$ cat config.mk
export PLATFORM = sky130hd
export DESIGN_NAME = srlu_top
export DESIGN_NICKNAME = d
export VERILOG_FILES = /design/src/shared/srlu_pkg.sv /design/src/srlu_top.sv
export SDC_FILE = /design/constraint.sdc
export NUM_CORES = 1
export LEC_CHECK = 0
export BUFFER_PORTS_ARGS = -buffer_cell sky130_fd_sc_hd__buf_4
export CAP_MARGIN = 25
export CORE_ASPECT_RATIO = 0.9
export CORE_MARGIN = 10
export CORE_UTILIZATION = 35
export DETAILED_ROUTE_END_ITERATION = 16
export HOLD_SLACK_MARGIN = 0.03
export PLACE_DENSITY = 0.63
export SLEW_MARGIN = 25
export SYNTH_ARGS = -nofsm -noshare
export SYNTH_HDL_FRONTEND = slang
export SYNTH_SLANG_ARGS = --single-unit
$ cat constraint.sdc
create_clock -name clk_sys -period 8 [get_ports clk_sys]
set_input_delay 1.6 -clock clk_sys [delete_from_list [all_inputs] [get_ports clk_sys]]
set_output_delay 1.6 -clock clk_sys [all_outputs]
set_load 0.02 [all_outputs]
$ cat src/shared/srlu_pkg.sv
// Register map, field positions and shared types of the set-reset latch unit
`default_nettype none
package srlu_pkg;
  // Register byte addresses on the AXI4-Lite bus
  localparam logic [3:0] CTRL_ADDR = 4'h0;
  localparam logic [3:0] SRCEN_ADDR = 4'h4;
  localparam logic [3:0] STATUS_ADDR = 4'h8;
  // Control register fields
  localparam int LEN_BIT = 7;
  localparam int DIV_LSB = 4;
  localparam int DIV_W = 3;
  localparam int QEN_BIT = 3;
  localparam int NQEN_BIT = 2;
  localparam int SPS_BIT = 1;
  localparam int SPR_BIT = 0;
  // Source enable register fields
  localparam int PSE_BIT = 7;
  localparam int CSE_BIT = 6;
  localparam int C2SE_BIT = 5;
  localparam int C1SE_BIT = 4;
  localparam int PRE_BIT = 3;
  localparam int CRE_BIT = 2;
  localparam int C2RE_BIT = 1;
  localparam int C1RE_BIT = 0;
  // Reset values and divider geometry
  localparam logic [7:0] CTRL_RST = 8'h00;
  localparam logic [7:0] SRCEN_RST = 8'h00;
  localparam int DIV_MIN_LOG2 = 2;
  localparam int CNT_W = 9;
  // AXI responses
  localparam logic [1:0] RESP_OKAY = 2'h0;
  localparam logic [1:0] RESP_SLVERR = 2'h2;
  // Asynchronous source bundle
  typedef struct packed {
    logic comp_two;
    logic comp_one;
    logic irq_pin;
  } srlu_src_t;
  // Pin outputs bundle
  typedef struct packed {
    logic q;
    logic q_oe;
    logic nq;
    logic nq_oe;
  } srlu_pins_t;
endpackage
`default_nettype wire

$ cat src/srlu_top.sv
// Set-reset latch unit with AXI4-Lite registers
// What this block does
// - Every set and reset input is active high; comparators, pin, divided clock, software.
// - Any active reset together with any active set leaves the latch reset; pin, comparator and clock sources act only while the latch enable bit is set.
// - Writing one to soft set or soft reset pulses the latch; bits read zero.
// - Divider codes 000 to 111 give periods 4 through 512 cycles.
// - True output enable bit drives the latch output onto its pin.
// - Inverted output enable bit drives the complement onto its pin.
// - Device reset does not initialise the latch state.
// - Pin set enable lets a high interrupt pin set the latch.
// - Clock set enable lets the divided clock pulse set the latch.
// - Comparator two and one set enables each let that comparator set.
// - Pin reset enable lets a high interrupt pin reset the latch.
// - Clock reset enable lets the divided clock pulse reset the latch.
// - Comparator two and one reset enables each let that comparator reset.
//
// Our own choices: the register offsets and the AXI4-Lite register port.
`default_nettype none
module srlu_top #(
  parameter int SYNC_STAGES = 2
) (
  // Clock and reset
  input wire logic clk_sys,
  input wire logic sys_rst,
  // AXI4-Lite write address
  input wire logic [3:0] s_axi_awaddr,
  input wire logic s_axi_awvalid,
  output logic s_axi_awready,
  // AXI4-Lite write data
  input wire logic [31:0] s_axi_wdata,
  input wire logic [3:0] s_axi_wstrb,
  input wire logic s_axi_wvalid,
  output logic s_axi_wready,
  // AXI4-Lite write response
  output logic [1:0] s_axi_bresp,
  output logic s_axi_bvalid,
  input wire logic s_axi_bready,
  // AXI4-Lite read address
  input wire logic [3:0] s_axi_araddr,
  input wire logic s_axi_arvalid,
  output logic s_axi_arready,
  // AXI4-Lite read data
  output logic [31:0] s_axi_rdata,
  output logic [1:0] s_axi_rresp,
  output logic s_axi_rvalid,
  input wire logic s_axi_rready,
  // Asynchronous latch sources
  input wire srlu_pkg::srlu_src_t src_in,
  // Latch outputs and pin drives
  output srlu_pkg::srlu_pins_t pins_out
);
  initial begin
    if (SYNC_STAGES < 2) begin
      $error("SYNC_STAGES must be at least 2");
    end
  end

  logic [7:0] ctrl_ff;
  logic [7:0] srcen_ff;
  logic soft_set_ff;
  logic soft_rst_ff;
  logic latch_ff;
  logic [srlu_pkg::CNT_W-1:0] cnt_ff;
  logic tick_ff;
  logic [2:0] sync_ff [SYNC_STAGES];
  srlu_pkg::srlu_pins_t pins_ff;
  // AXI state
  logic aw_hold_ff;
  logic w_hold_ff;
  logic [3:0] awaddr_ff;
  logic [31:0] wdata_ff;
  logic [3:0] wstrb_ff;
  logic bvalid_ff;
  logic [1:0] bresp_ff;
  logic rvalid_ff;
  logic [31:0] rdata_ff;
  logic [1:0] rresp_ff;

  // Address decode, shared by read and write
  function automatic logic addr_ok(input logic [3:0] a);
    addr_ok = (a == srlu_pkg::CTRL_ADDR) || (a == srlu_pkg::SRCEN_ADDR) || (a == srlu_pkg::STATUS_ADDR);
  endfunction

  // Write channel: take address and data in either order, answer after both
  wire aw_take = s_axi_awvalid && !aw_hold_ff && !bvalid_ff;
  wire w_take = s_axi_wvalid && !w_hold_ff && !bvalid_ff;
  wire have_aw = aw_hold_ff || aw_take;
  wire have_w = w_hold_ff || w_take;
  wire wr_fire = have_aw && have_w && !bvalid_ff;
  wire [3:0] wr_addr = aw_hold_ff ? awaddr_ff : s_axi_awaddr;
  wire [31:0] wr_data = w_hold_ff ? wdata_ff : s_axi_wdata;
  wire [3:0] wr_strb = w_hold_ff ? wstrb_ff : s_axi_wstrb;
  wire wr_lane0 = wr_fire && wr_strb[0];
  wire wr_ctrl = wr_lane0 && (wr_addr == srlu_pkg::CTRL_ADDR);
  wire wr_srcen = wr_lane0 && (wr_addr == srlu_pkg::SRCEN_ADDR);

  always_ff @(posedge clk_sys) begin
    if (sys_rst) begin
      aw_hold_ff <= 1'b0;
      w_hold_ff <= 1'b0;
      bvalid_ff <= 1'b0;
      bresp_ff <= srlu_pkg::RESP_OKAY;
    end else begin
      aw_hold_ff <= have_aw && !wr_fire;
      w_hold_ff <= have_w && !wr_fire;
      if (wr_fire) begin
        bvalid_ff <= 1'b1;
        bresp_ff <= addr_ok(wr_addr) ? srlu_pkg::RESP_OKAY : srlu_pkg::RESP_SLVERR;
      end else if (s_axi_bready) begin
        bvalid_ff <= 1'b0;
      end
    end
  end

  // Payload capture needs no reset
  always_ff @(posedge clk_sys) begin
    if (aw_take) begin
      awaddr_ff <= s_axi_awaddr;
    end
    if (w_take) begin
      wdata_ff <= s_axi_wdata;
      wstrb_ff <= s_axi_wstrb;
    end
  end

  // Register writes; pulse bits never stored so they read back zero
  wire [7:0] nxt_ctrl = wr_ctrl ? {wr_data[7:2], 2'b00} : ctrl_ff;
  wire latch_en = ctrl_ff[srlu_pkg::LEN_BIT];
  always_ff @(posedge clk_sys) begin
    if (sys_rst) begin
      ctrl_ff <= srlu_pkg::CTRL_RST;
      srcen_ff <= srlu_pkg::SRCEN_RST;
      soft_set_ff <= 1'b0;
      soft_rst_ff <= 1'b0;
    end else begin
      ctrl_ff <= nxt_ctrl;
      if (wr_srcen) begin
        srcen_ff <= wr_data[7:0];
      end
      soft_set_ff <= wr_ctrl && wr_data[srlu_pkg::SPS_BIT];
      soft_rst_ff <= wr_ctrl && wr_data[srlu_pkg::SPR_BIT];
    end
  end

  // Read channel: one cycle from address to data
  wire rd_take = s_axi_arvalid && !rvalid_ff;
  wire [31:0] status_word = {30'h0, ~latch_ff, latch_ff};
  wire [31:0] rd_word = (s_axi_araddr == srlu_pkg::CTRL_ADDR) ? {24'h0, ctrl_ff} :
                        (s_axi_araddr == srlu_pkg::SRCEN_ADDR) ? {24'h0, srcen_ff} :
                        (s_axi_araddr == srlu_pkg::STATUS_ADDR) ? status_word : 32'h0;
  always_ff @(posedge clk_sys) begin
    if (sys_rst) begin
      rvalid_ff <= 1'b0;
      rdata_ff <= 32'h0;
      rresp_ff <= srlu_pkg::RESP_OKAY;
    end else if (rd_take) begin
      rvalid_ff <= 1'b1;
      rdata_ff <= rd_word;
      rresp_ff <= addr_ok(s_axi_araddr) ? srlu_pkg::RESP_OKAY : srlu_pkg::RESP_SLVERR;
    end else if (s_axi_rready) begin
      rvalid_ff <= 1'b0;
    end
  end

  // Source synchronisers; only the last stage is used downstream
  always_ff @(posedge clk_sys) begin
    sync_ff[0] <= src_in;
  end
  for (genvar i = 1; i < SYNC_STAGES; i++) begin : g_sync
    always_ff @(posedge clk_sys) begin
      sync_ff[i] <= sync_ff[i-1];
    end
  end
  wire [2:0] src_s = sync_ff[SYNC_STAGES-1];
  wire irq_s = src_s[0];
  wire c1_s = src_s[1];
  wire c2_s = src_s[2];

  // Divider: terminal count 2^(code+2)-1; held clear while disabled
  wire [2:0] div_code = ctrl_ff[srlu_pkg::DIV_LSB +: srlu_pkg::DIV_W];
  // Shift amount kept four bits wide so codes 6 and 7 do not wrap to small periods
  wire [3:0] div_shift = {1'b0, div_code} + 4'(srlu_pkg::DIV_MIN_LOG2);
  wire [srlu_pkg::CNT_W-1:0] div_last =
    srlu_pkg::CNT_W'((10'h1 << div_shift) - 10'h1);
  wire div_wrap = (cnt_ff >= div_last);
  always_ff @(posedge clk_sys) begin
    if (sys_rst || !latch_en) begin
      cnt_ff <= '0;
      tick_ff <= 1'b0;
    end else begin
      cnt_ff <= div_wrap ? '0 : cnt_ff + 1'b1;
      tick_ff <= div_wrap;
    end
  end

  // Set and reset terms, all active high
  wire set_any = (srcen_ff[srlu_pkg::PSE_BIT] && irq_s)
               | (srcen_ff[srlu_pkg::CSE_BIT] && tick_ff)
               | (srcen_ff[srlu_pkg::C2SE_BIT] && c2_s)
               | (srcen_ff[srlu_pkg::C1SE_BIT] && c1_s)
               | soft_set_ff;
  wire rst_any = (srcen_ff[srlu_pkg::PRE_BIT] && irq_s)
               | (srcen_ff[srlu_pkg::CRE_BIT] && tick_ff)
               | (srcen_ff[srlu_pkg::C2RE_BIT] && c2_s)
               | (srcen_ff[srlu_pkg::C1RE_BIT] && c1_s)
               | soft_rst_ff;
  // Reset dominates; software pulses act even while disabled so firmware can preset
  wire hw_ok = latch_en;
  wire do_rst = soft_rst_ff || (hw_ok && rst_any);
  wire do_set = soft_set_ff || (hw_ok && set_any);
  wire nxt_latch = do_rst ? 1'b0 : (do_set ? 1'b1 : latch_ff);

  // Latch state deliberately outside the reset
  always_ff @(posedge clk_sys) begin
    latch_ff <= nxt_latch;
  end

  // Pin drives registered and cleared by reset; pin value otherwise follows the latch, output enables are separate outputs
  always_ff @(posedge clk_sys) begin
    if (sys_rst) begin
      pins_ff <= '0;
    end else begin
      pins_ff.q <= nxt_latch;
      pins_ff.nq <= ~nxt_latch;
      pins_ff.q_oe <= nxt_ctrl[srlu_pkg::QEN_BIT];
      pins_ff.nq_oe <= nxt_ctrl[srlu_pkg::NQEN_BIT];
    end
  end

  assign s_axi_awready = aw_take;
  assign s_axi_wready = w_take;
  assign s_axi_bvalid = bvalid_ff;
  assign s_axi_bresp = bresp_ff;
  assign s_axi_arready = rd_take;
  assign s_axi_rvalid = rvalid_ff;
  assign s_axi_rdata = rdata_ff;
  assign s_axi_rresp = rresp_ff;
  assign pins_out = pins_ff;
endmodule
`default_nettype wire

==> results of run 1 <==
## worst max-delay path, stage by stage
cell,delay [ns]
sky130_fd_sc_hd__buf_4,0.08
sky130_fd_sc_hd__nor3b_1,0.69
sky130_fd_sc_hd__buf_4,0.27
## layer usage
layer	vias to the layer above	global-route usage
li1	1136	-
met4	0	0.0258
met5	-	0
met2	74	0.148
met3	5	0.0564
met1	1049	0.133
## report_power, final
group          internal, mW  switching (mW)
combinational        0.0323          0.0548
sequential            0.334         0.00959
clock                 0.151           0.118
## final cells by class
| type | count | share of cell area |
|---|---|---|
| clock inverters | 4 | 0.0130 |
| inverters | 8 | 0.00841 |
| repair buffers | 47 | 0.0988 |
| clock buffers | 12 | 0.0406 |
| flip-flops and latches | 62 | 0.384 |
| multi-input cells | 213 | 0.414 |
| well taps | 119 | 0.0417 |
## cell usage after synthesis (3+ instances only)
cell type and count:
sky130_fd_sc_hd__a31oi_1 13, sky130_fd_sc_hd__o21a_1 3, sky130_fd_sc_hd__edfxtp_1 13, sky130_fd_sc_hd__nand2_1 8
sky130_fd_sc_hd__nand4_1 5, sky130_fd_sc_hd__clkbuf_1 6, sky130_fd_sc_hd__o21ai_0 7, sky130_fd_sc_hd__xor2_1 7
sky130_fd_sc_hd__a311oi_1 7, sky130_fd_sc_hd__ha_1 17, sky130_fd_sc_hd__nor2b_1 3, sky130_fd_sc_hd__nand2b_1 3
sky130_fd_sc_hd__buf_4 28, sky130_fd_sc_hd__buf_6 5, sky130_fd_sc_hd__nor2_1 18, sky130_fd_sc_hd__nor3_1 20
sky130_fd_sc_hd__a311oi_2 6, sky130_fd_sc_hd__nor3b_1 4, sky130_fd_sc_hd__a21oi_1 16, sky130_fd_sc_hd__dfxtp_1 49
sky130_fd_sc_hd__inv_1 8, sky130_fd_sc_hd__nand3_1 6, sky130_fd_sc_hd__xnor2_1 3, sky130_fd_sc_hd__mux2i_1 15
## cell usage in the layout (no fill, tap or decap), drive strengths merged, types with 2 or more instances in the layout
cell,netlist,routed
nor2,18,18
xor2,7,7
a22o,2,2
o21ai,7,7
clkinv,0,2
clkbuf,8,12
mux2,3,3
a22oi,2,2
or3,3,3
nand2b,3,3
nand3,6,6
a311oi,13,13
mux2i,15,15
nor3,20,20
nand4,5,5
a31oi,13,13
dfxtp,49,49
or4,2,2
conb,1,26
nor2b,3,3
nand2,8,8
buf,36,47
a21oi,16,16
a211oi,3,3
and2,2,2
ha,17,17
o21a,3,3
edfxtp,13,13
nor3b,4,4
xnor2,3,3
inv,8,8
## stage by stage
| stage | instances | hold slack (ns) |
|---|---|---|
| 6_report | 465 | 0.326 |
| 5_1_grt | 465 | 0.331 |
| 4_1_cts | 465 | 0.325 |
| 3_5_place_dp | 449 | 0.312 |
| 2_1_floorplan | 327 | 0.310 |
| 3_3_place_gp | 449 | 0.312 |
## state kept, by name, indices dropped and copies added (netlist names), 2 cells and up
register	count
awaddr_ff	4
s_axi_rdata	8
sync_ff	6
wdata_ff	8
cnt_ff	9
pins_out	2
srcen_ff	8
ctrl_ff	6
## worst paths after layout
| kind | start | to | depth (start not counted) |
|---|---|---|---|
| worst max register to register | ctrl_ff[5] | tick_ff | 11 |
| worst max-delay path | s_axi_awvalid | s_axi_awready | 3 |
| worst min-delay path | sync_ff[0][0] | sync_ff[0][3] | 0 |
| worst min register to register | sync_ff[0][0] | sync_ff[0][3] | 0 |
## logic make-up after synthesis
family | Yosys count | synth area share
and+or+nand+nor | 80 | 0.138
AOI/OAI and AO/OA | 62 | 0.148
DFF | 62 | 0.440
buffers and inverters | 52 | 0.115
muxes | 18 | 0.0603
adders and majority gates | 17 | 0.0683
xor gates and xnor gates | 10 | 0.0281
other | 1 | 0.00120
==> impl_metrics.ini, run 1 <==
[synth]
synth-seq-cells = 62
synth.avg_cell_area_um2 = 10.3
yosysWarningCount = 0
synth.largest_area_cell = sky130_fd_sc_hd__dfxtp_1
ys_async_sr_fraction = 0
synth_cell_types = 48
synthesized_netlist_cell_count = 302
synth.cell_area_um2 = 3110
yosys.area.top_type_share = 0.315
synth_edf_count = 13
seq_area_frac_synth = 0.440
synth_area_leaders = sky130_fd_sc_hd__dfxtp_1 31%, sky130_fd_sc_hd__edfxtp_1 13%, sky130_fd_sc_hd__ha_1 6.8%
ys.flop_type = sky130_fd_sc_hd__dfxtp_1

[drt]
dr_wl_met2_um = 2950
dr_wl_met3_um = 589
route.antenna.remaining_nets = 0
num_vias = 2264
drt_pre_antenna_iters = 4
routed_wl_um = 6750
first_iter_violations = 152
met1_length_um = 3160
routedWlPerCell_um = 14.5
dr.max_layer_used = met4
via_per_inst = 4.87
drc = 0

[setup_path]
setup_slack_reg_to_reg_ns = 4.39
critPathArrivalTime_ns = 2.65
critical_path.endpoint_type = primary output
critPathRequiredTime_ns = 6.40
start_kind = primary input
crit_fanout = 6
critical_path_class = in -> out

[place]
gp_routability_congestion = 0.761
placement.setup.worst_slack_ns = 3.79
placement.io_buffers = 45
estimated_wirelength_of_the_detail_placed_design_um = 5100
postPlaceCellArea_um2 = 3380

[floorplan]
die-area_um2 = 13100
boundaryPins = 99
dieWidth_um = 119
std_cell_rows = 32
die_height_um = 109
start_util = 0.362
core-area_um2 = 8610

[timing]
max_clock_freq_ghz = 0.235
timing.final.ws_setup_ns = 3.75
final_period_minus_worst_setup_slack_ns = 4.25
report.final.hold_viol_count = 0
final.setup.tns_ns = 0
grt_setup_unrepaired = no
period_share = 0.532
finalClockSkew_ns = 0.00551
worst-slew-pin-transition_ns = 0.854
report.final.slew_viol_count = 0
setup_viol_count_final = 0
worst_slew_margin_rel = 0.429

[clock_network]
cts_buffers = 9
clk_transition_reported_paths_ns = 0.06
cts.hold.buffers_added = 0
cts_htree_levels = 3
cts_num_sinks = 62
clk_latency_ns = 0.34
cts_buffer_depth = 2
tritoncts = done
buffer_count_from_post_cts_setup_fixing = 0
ctsRootBufferMaster = sky130_fd_sc_hd__clkbuf_8
post_cts_resized = 0

[global_route]
track_usage = 0.103
wire_length_of_the_first_global_routing_pass_um = 11000
grt_max_degree = 32
globalRouteOverflowTotal = 0
first_global_vias = 2206
initial_antenna_violation_count = 0

[cells_and_area]
num_antenna_cells = 0
multi_input_area_um2 = 1480
postLayoutCoreUtil = 0.415
n_fill_cell = 833
design_area_um2 = 3570
area_growth_synth_to_finish_pct = 14.7
sequential_cell_area_um2 = 1370
finalNetCount = 412
post_route_cells_drive_above_1_share = 0.211

[worst_hold_path]
worst_hold_path_type = reg -> reg

[run]
drv_cap = 0

[pwr]
power_density_nw_per_um2 = 196
totalPowerFinal_mw = 0.699
peakVddDrop_v = 0.000111
power.leakage_nw = 1.40

[status]
run_status = finished, final reports clean
No activity file was read; power rests on OpenSTA's default activity.
==> inputs of run 2 (changes only) <==
clock period = 4.17 ns   (was 8 ns; I/O delays follow)
==> run 2 against run 1 <==
Design area rose by 1.0%. Non-clock buffer count rose by 2. Sequential share of layout area fell by 0.39 points. Via count rose by 1.4%. Sequential power rose by 92%. Critical path depth rose by 8. Clock skew rose by 0.0041 ns. Setup slack got worse by 3.2 ns. Global-route usage rose by 0.13 points. Clock power rose by 110%. Routed wire length rose by 0.70%. Clock-buffer cell count fell by 3.
==> impl_metrics.ini, run 2 (synthesis results as in run 1) <==
[drt]
drc = 0
route.antenna.remaining_nets = 0
num_vias = 2296
routedWlPerCell_um = 14.6
via_per_inst = 4.92
first_iter_violations = 133
drt_pre_antenna_iters = 4
routed_wl_um = 6800

[setup_path]
critPathLaunch = ctrl_ff[5]
critical_path.endpoint_type = flip-flop
start_kind = flip-flop
worstRegToRegCells = 11
worst_path_most_repeated_cell = sky130_fd_sc_hd__ha_1
critical_path_class = reg -> reg
cpMaxStageDelayCell = sky130_fd_sc_hd__dfxtp_1
crit_path_end = tick_ff
critPathArrivalTime_ns = 3.82
worst_r2r_endpoint = tick_ff
r2r-start = ctrl_ff[5]
setup_slack_reg_to_reg_ns = 0.59
critPathRequiredTime_ns = 4.41
worstPathCellList = inv_1 -> ha_1 -> or4b_1 -> ha_1 -> o21ai_0 -> xnor2_1 -> ha_1 -> nand4_1 -> nor2_1 -> or3_1 -> o21a_1
crit_fanout = 12
cp_slowest_stage_delay_ns = 0.56

[clock_network]
buffer_count_from_post_cts_setup_fixing = 0
cts_buffer_depth = 2
post_cts_resized = 0
clk_latency_ns = 0.34
tritoncts = done
cts_htree_levels = 3
cts_num_sinks = 62
ctsRootBufferMaster = sky130_fd_sc_hd__clkbuf_8
cts.hold.buffers_added = 0
cts_buffers = 9
clk_transition_reported_paths_ns = 0.07

[timing]
final_period_minus_worst_setup_slack_ns = 3.58
max_clock_freq_ghz = 0.279
report.final.slew_viol_count = 0
finalClockSkew_ns = 0.00964
report.final.hold_viol_count = 0
final.setup.tns_ns = 0
setup_viol_count_final = 0
grt_setup_unrepaired = no
worst_slew_margin_rel = 0.576
worst-slew-pin-transition_ns = 0.637
period_share = 0.859

[run]
drv_cap = 0

[floorplan]
start_util = 0.362
die-area_um2 = 13100
std_cell_rows = 32
core-area_um2 = 8610
boundaryPins = 99
die_height_um = 109
dieWidth_um = 119

[cells_and_area]
finalNetCount = 414
area_growth_synth_to_finish_pct = 15.9
post_route_cells_drive_above_1_share = 0.221
mostFrequentLayoutCells = 49 x sky130_fd_sc_hd__dfxtp_1, 49 x sky130_fd_sc_hd__buf_4, 26 x sky130_fd_sc_hd__conb_1
registers.top_by_ff_count = cnt_ff
largest_register_ff_count = 9
num_antenna_cells = 0
postLayoutCoreUtil = 0.419

[global_route]
initial_antenna_violation_count = 0
first_global_vias = 2286
wire_length_of_the_first_global_routing_pass_um = 11100
grt_max_degree = 32
globalRouteOverflowTotal = 0
track_usage = 0.105

[worst_hold_path]
min-delay-start = sync_ff[0][0]
hold_depth = 0
worst_hold_path_type = reg -> reg

[place]
placement.io_buffers = 45
estimated_wirelength_of_the_detail_placed_design_um = 5110
gp_routability_congestion = 0.771

[pwr]
power.leakage_nw = 1.41
totalPowerFinal_mw = 1.39
power_density_nw_per_um2 = 386
peakVddDrop_v = 0.000263

[status]
run_status = finished, final reports clean
[run 2: cell types whose count changed in the layout (fill, tap and decap cells not counted), sizes merged]
cell / delta
buf: +2
clkbuf: -3
clkinvlp: +1
bufinv: +1
clkinv: +1
[run 2: final cells by class]
type                       instances  area [um^2]
clock buffer                       9          124
clock inverter                     7         88.8
fill                             839         5000
inverter                           8         30.0
multi-input combinational        213         1480
sequential                        62         1370
tap                              119          149
timing repair buffer              49          368
[run 2: worst min-delay path by stage]
stage,end,slack (ns)
2_1_floorplan,sync_ff[0][3],0.31
3_3_place_gp,sync_ff[0][3],0.31
3_5_place_dp,sync_ff[0][3],0.31
4_1_cts,sync_ff[0][3],0.33
5_1_grt,sync_ff[0][3],0.35
6_report,sync_ff[0][3],0.33
[run 2: worst max-delay path, delay by kind of cell, from the launching register on]
kind | cells | cell delay, ns
AO/OA/AOI/OAI | 2 | 0.44
XOR/XNOR | 1 | 0.17
adder cells (fa/ha/maj) | 3 | 0.89
buffers and inverters | 1 | 0.12
flip-flops | 1 | 0.56
AND/OR/NAND/NOR | 4 | 1.29
[run 2: routing by layer]
layer  track usage  part of all wire
met5             0                 0
met4        0.0413             0.013
met3        0.0487             0.080
met2         0.162              0.44
met1         0.124              0.46
[run 2: through the flow]
step	hold WS, ns	cells	worst slack (ns)	area (um^2)
after global placement	0.313	451	0.645	3400
final	0.327	467	0.589	3610
after global routing	0.350	467	0.338	3610
after CTS	0.330	467	0.568	3610
after detailed placement	0.313	451	0.567	3400
after floorplan	0.310	327	0.980	3210
[run 2: where the power goes]
part	internal, mW	switching (mW)	total (mW)
registers	0.640	0.0187	0.659
clock network	0.332	0.235	0.567
logic	0.0633	0.105	0.169
==> inputs of run 3 (changes only) <==
PLACE_DENSITY = 0.67   (was 0.63)
==> run 3 against run 2 <==
Register-to-register slack is essentially flat. Worst hold slack gained 0.0062 ns. Clock power shrank 12%. Clock skew shrank 0.0031 ns. Die area is the same. Via count shrank 2.2%. Clock-buffer cell count grew 3. Sequential power is essentially flat. Routed wire length shrank 1.5%. Largest power group unchanged.
==> impl_metrics.ini, run 3 (synthesis results as in run 1) <==
[pwr]
combinationalPowerShare = 0.126
totalPowerFinal_mw = 1.33
share_seq_of_total_power = 0.497
netSwitchingFraction = 0.263
power_density_nw_per_um2 = 371
p_switching_mw = 0.348
peakVddDrop_v = 0.000165
power.leakage_nw = 1.40
cell_internal_power_mw = 0.977
power.share.clock = 0.377

[drt]
first_iter_violations = 128
drt_pre_antenna_iters = 4
routed_wl_um = 6700
via_per_inst = 4.82
route.antenna.remaining_nets = 0
drc = 0
num_vias = 2245
routedWlPerCell_um = 14.4

[floorplan]
die_height_um = 109
core-area_um2 = 8610
dieWidth_um = 119
start_util = 0.362
std_cell_rows = 32
boundaryPins = 99
die-area_um2 = 13100

[setup_path]
worstPathCellList = inv_1 -> ha_1 -> or4b_1 -> ha_1 -> o21ai_0 -> xnor2_1 -> ha_1 -> nand4_1 -> nor2_1 -> or3_1 -> o21a_1
critical_path.endpoint_type = flip-flop
worstRegToRegCells = 11
critical_path_class = reg -> reg
start_kind = flip-flop
cpMaxStageDelayCell = sky130_fd_sc_hd__dfxtp_1
cp_slowest_stage_delay_ns = 0.57
critPathLaunch = ctrl_ff[5]
r2r-start = ctrl_ff[5]
critical_path.top_delay_family = simple AND/OR/NAND/NOR gates
timing.critical_path.buf_inv = 1
worst_path_most_repeated_cell = sky130_fd_sc_hd__ha_1
crit_fanout = 12
critPathRequiredTime_ns = 4.40
worst_r2r_endpoint = tick_ff
critPathArrivalTime_ns = 3.80
setup_slack_reg_to_reg_ns = 0.60

[place]
estimated_wirelength_of_the_detail_placed_design_um = 5040
placement.io_buffers = 45
gp_routability_congestion = 0.774
postPlaceCellArea_um2 = 3390
placedCellCount = 450
placement.setup.worst_slack_ns = 0.619

[timing]
period_share = 0.855
report.final.hold_viol_count = 0
final_period_minus_worst_setup_slack_ns = 3.57
report.final.slew_viol_count = 0
setup_viol_count_final = 0
worst-slew-pin-transition_ns = 0.800
worst_slew_margin_rel = 0.466
grt_setup_unrepaired = no
timing.final.ws_setup_ns = 0.604
finalClockSkew_ns = 0.00658
max_clock_freq_ghz = 0.280
final.setup.tns_ns = 0

[cells_and_area]
finalNetCount = 413
num_antenna_cells = 0
area_growth_synth_to_finish_pct = 14.7
largest_register_ff_count = 9
post_route_cells_drive_above_1_share = 0.213
layout.cells.most_common = sky130_fd_sc_hd__dfxtp_1
mostFrequentLayoutCells = 49 x sky130_fd_sc_hd__dfxtp_1, 48 x sky130_fd_sc_hd__buf_4, 26 x sky130_fd_sc_hd__conb_1
registers.top_by_ff_count = cnt_ff
design_area_um2 = 3570
instances_no_fill = 466

[worst_hold_path]
hold_depth = 0
min-delay-start = sync_ff[0][2]
worst_hold_path_type = reg -> reg
hold-path-endpoint = sync_ff[0][5]

[clock_network]
cts_buffers = 9
buffer_count_from_post_cts_setup_fixing = 0
ctsRootBufferMaster = sky130_fd_sc_hd__clkbuf_8
cts_num_sinks = 62
clk_transition_reported_paths_ns = 0.07
cts_htree_levels = 3
cts.hold.buffers_added = 0
post_cts_resized = 0
cts_buffer_depth = 2
tritoncts = done
clk_latency_ns = 0.34

[global_route]
track_usage = 0.103
first_global_vias = 2310
initial_antenna_violation_count = 0
wire_length_of_the_first_global_routing_pass_um = 11100
grt_max_degree = 32
globalRouteOverflowTotal = 0

[run]
drv_cap = 0

[status]
run_status = finished, final reports clean
run 3: cell count changes in the layout (fill, tap and decap cells not counted), sizes merged:
cell      previous run  this run
clkbuf               9        12
buf                 49        48
bufinv               2         1
clkinv               3         2
clkinvlp             2         1
run 3: cell type report:
class | count | area (um^2)
multi-input combinational | 213 | 1480
clock buffer | 12 | 135
sequential | 62 | 1370
clock inverter | 4 | 47.5
tap | 119 | 149
inverter | 8 | 30.0
fill | 860 | 5040
timing repair buffer | 48 | 360
run 3: worst reg2reg max path, stage by stage (launching register included):
cell,delay [ns]
sky130_fd_sc_hd__dfxtp_1,0.57
sky130_fd_sc_hd__inv_1,0.12
sky130_fd_sc_hd__ha_1,0.38
sky130_fd_sc_hd__or4b_1,0.52
sky130_fd_sc_hd__ha_1,0.23
sky130_fd_sc_hd__o21ai_0,0.21
sky130_fd_sc_hd__xnor2_1,0.17
sky130_fd_sc_hd__ha_1,0.28
sky130_fd_sc_hd__nand4_1,0.16
sky130_fd_sc_hd__nor2_1,0.06
sky130_fd_sc_hd__or3_1,0.54
sky130_fd_sc_hd__o21a_1,0.23
run 3: worst max path at each step:
stage | end | slack (ns) | cells after the start
after detailed placement | tick_ff | 0.62 | 11
final | tick_ff | 0.60 | 11
after CTS | tick_ff | 0.61 | 11
after global placement | tick_ff | 0.65 | 11
after global routing | cnt_ff[4] | 0.32 | 11
after floorplan | tick_ff | 0.98 | 12
run 3: power by group through the flow:
| stage | sequential, mW | clock (mW) | combinational (mW) |
|---|---|---|---|
| floorplan | 0.671 | 0 | 0.140 |
| global placement | 0.671 | 0 | 0.163 |
| finish | 0.659 | 0.499 | 0.167 |
| CTS | 0.659 | 0.518 | 0.167 |
| global route | 0.662 | 0.543 | 0.183 |
| detailed placement | 0.672 | 0 | 0.166 |
run 3: per-layer routing:
layer,track usage,wire length [um],up-vias
li1,-,-,1130
met1,0.123,3190,1040
met2,0.159,2840,65
met3,0.0492,563,10
met4,0.0396,99,0
met5,0,0,-
run 3: stage by stage:
step,hold WS (ns),utilization
final,0.334,0.415
after global routing,0.349,0.415
after CTS,0.337,0.415
after detailed placement,0.318,0.394
after global placement,0.316,0.394
after floorplan,0.310,-
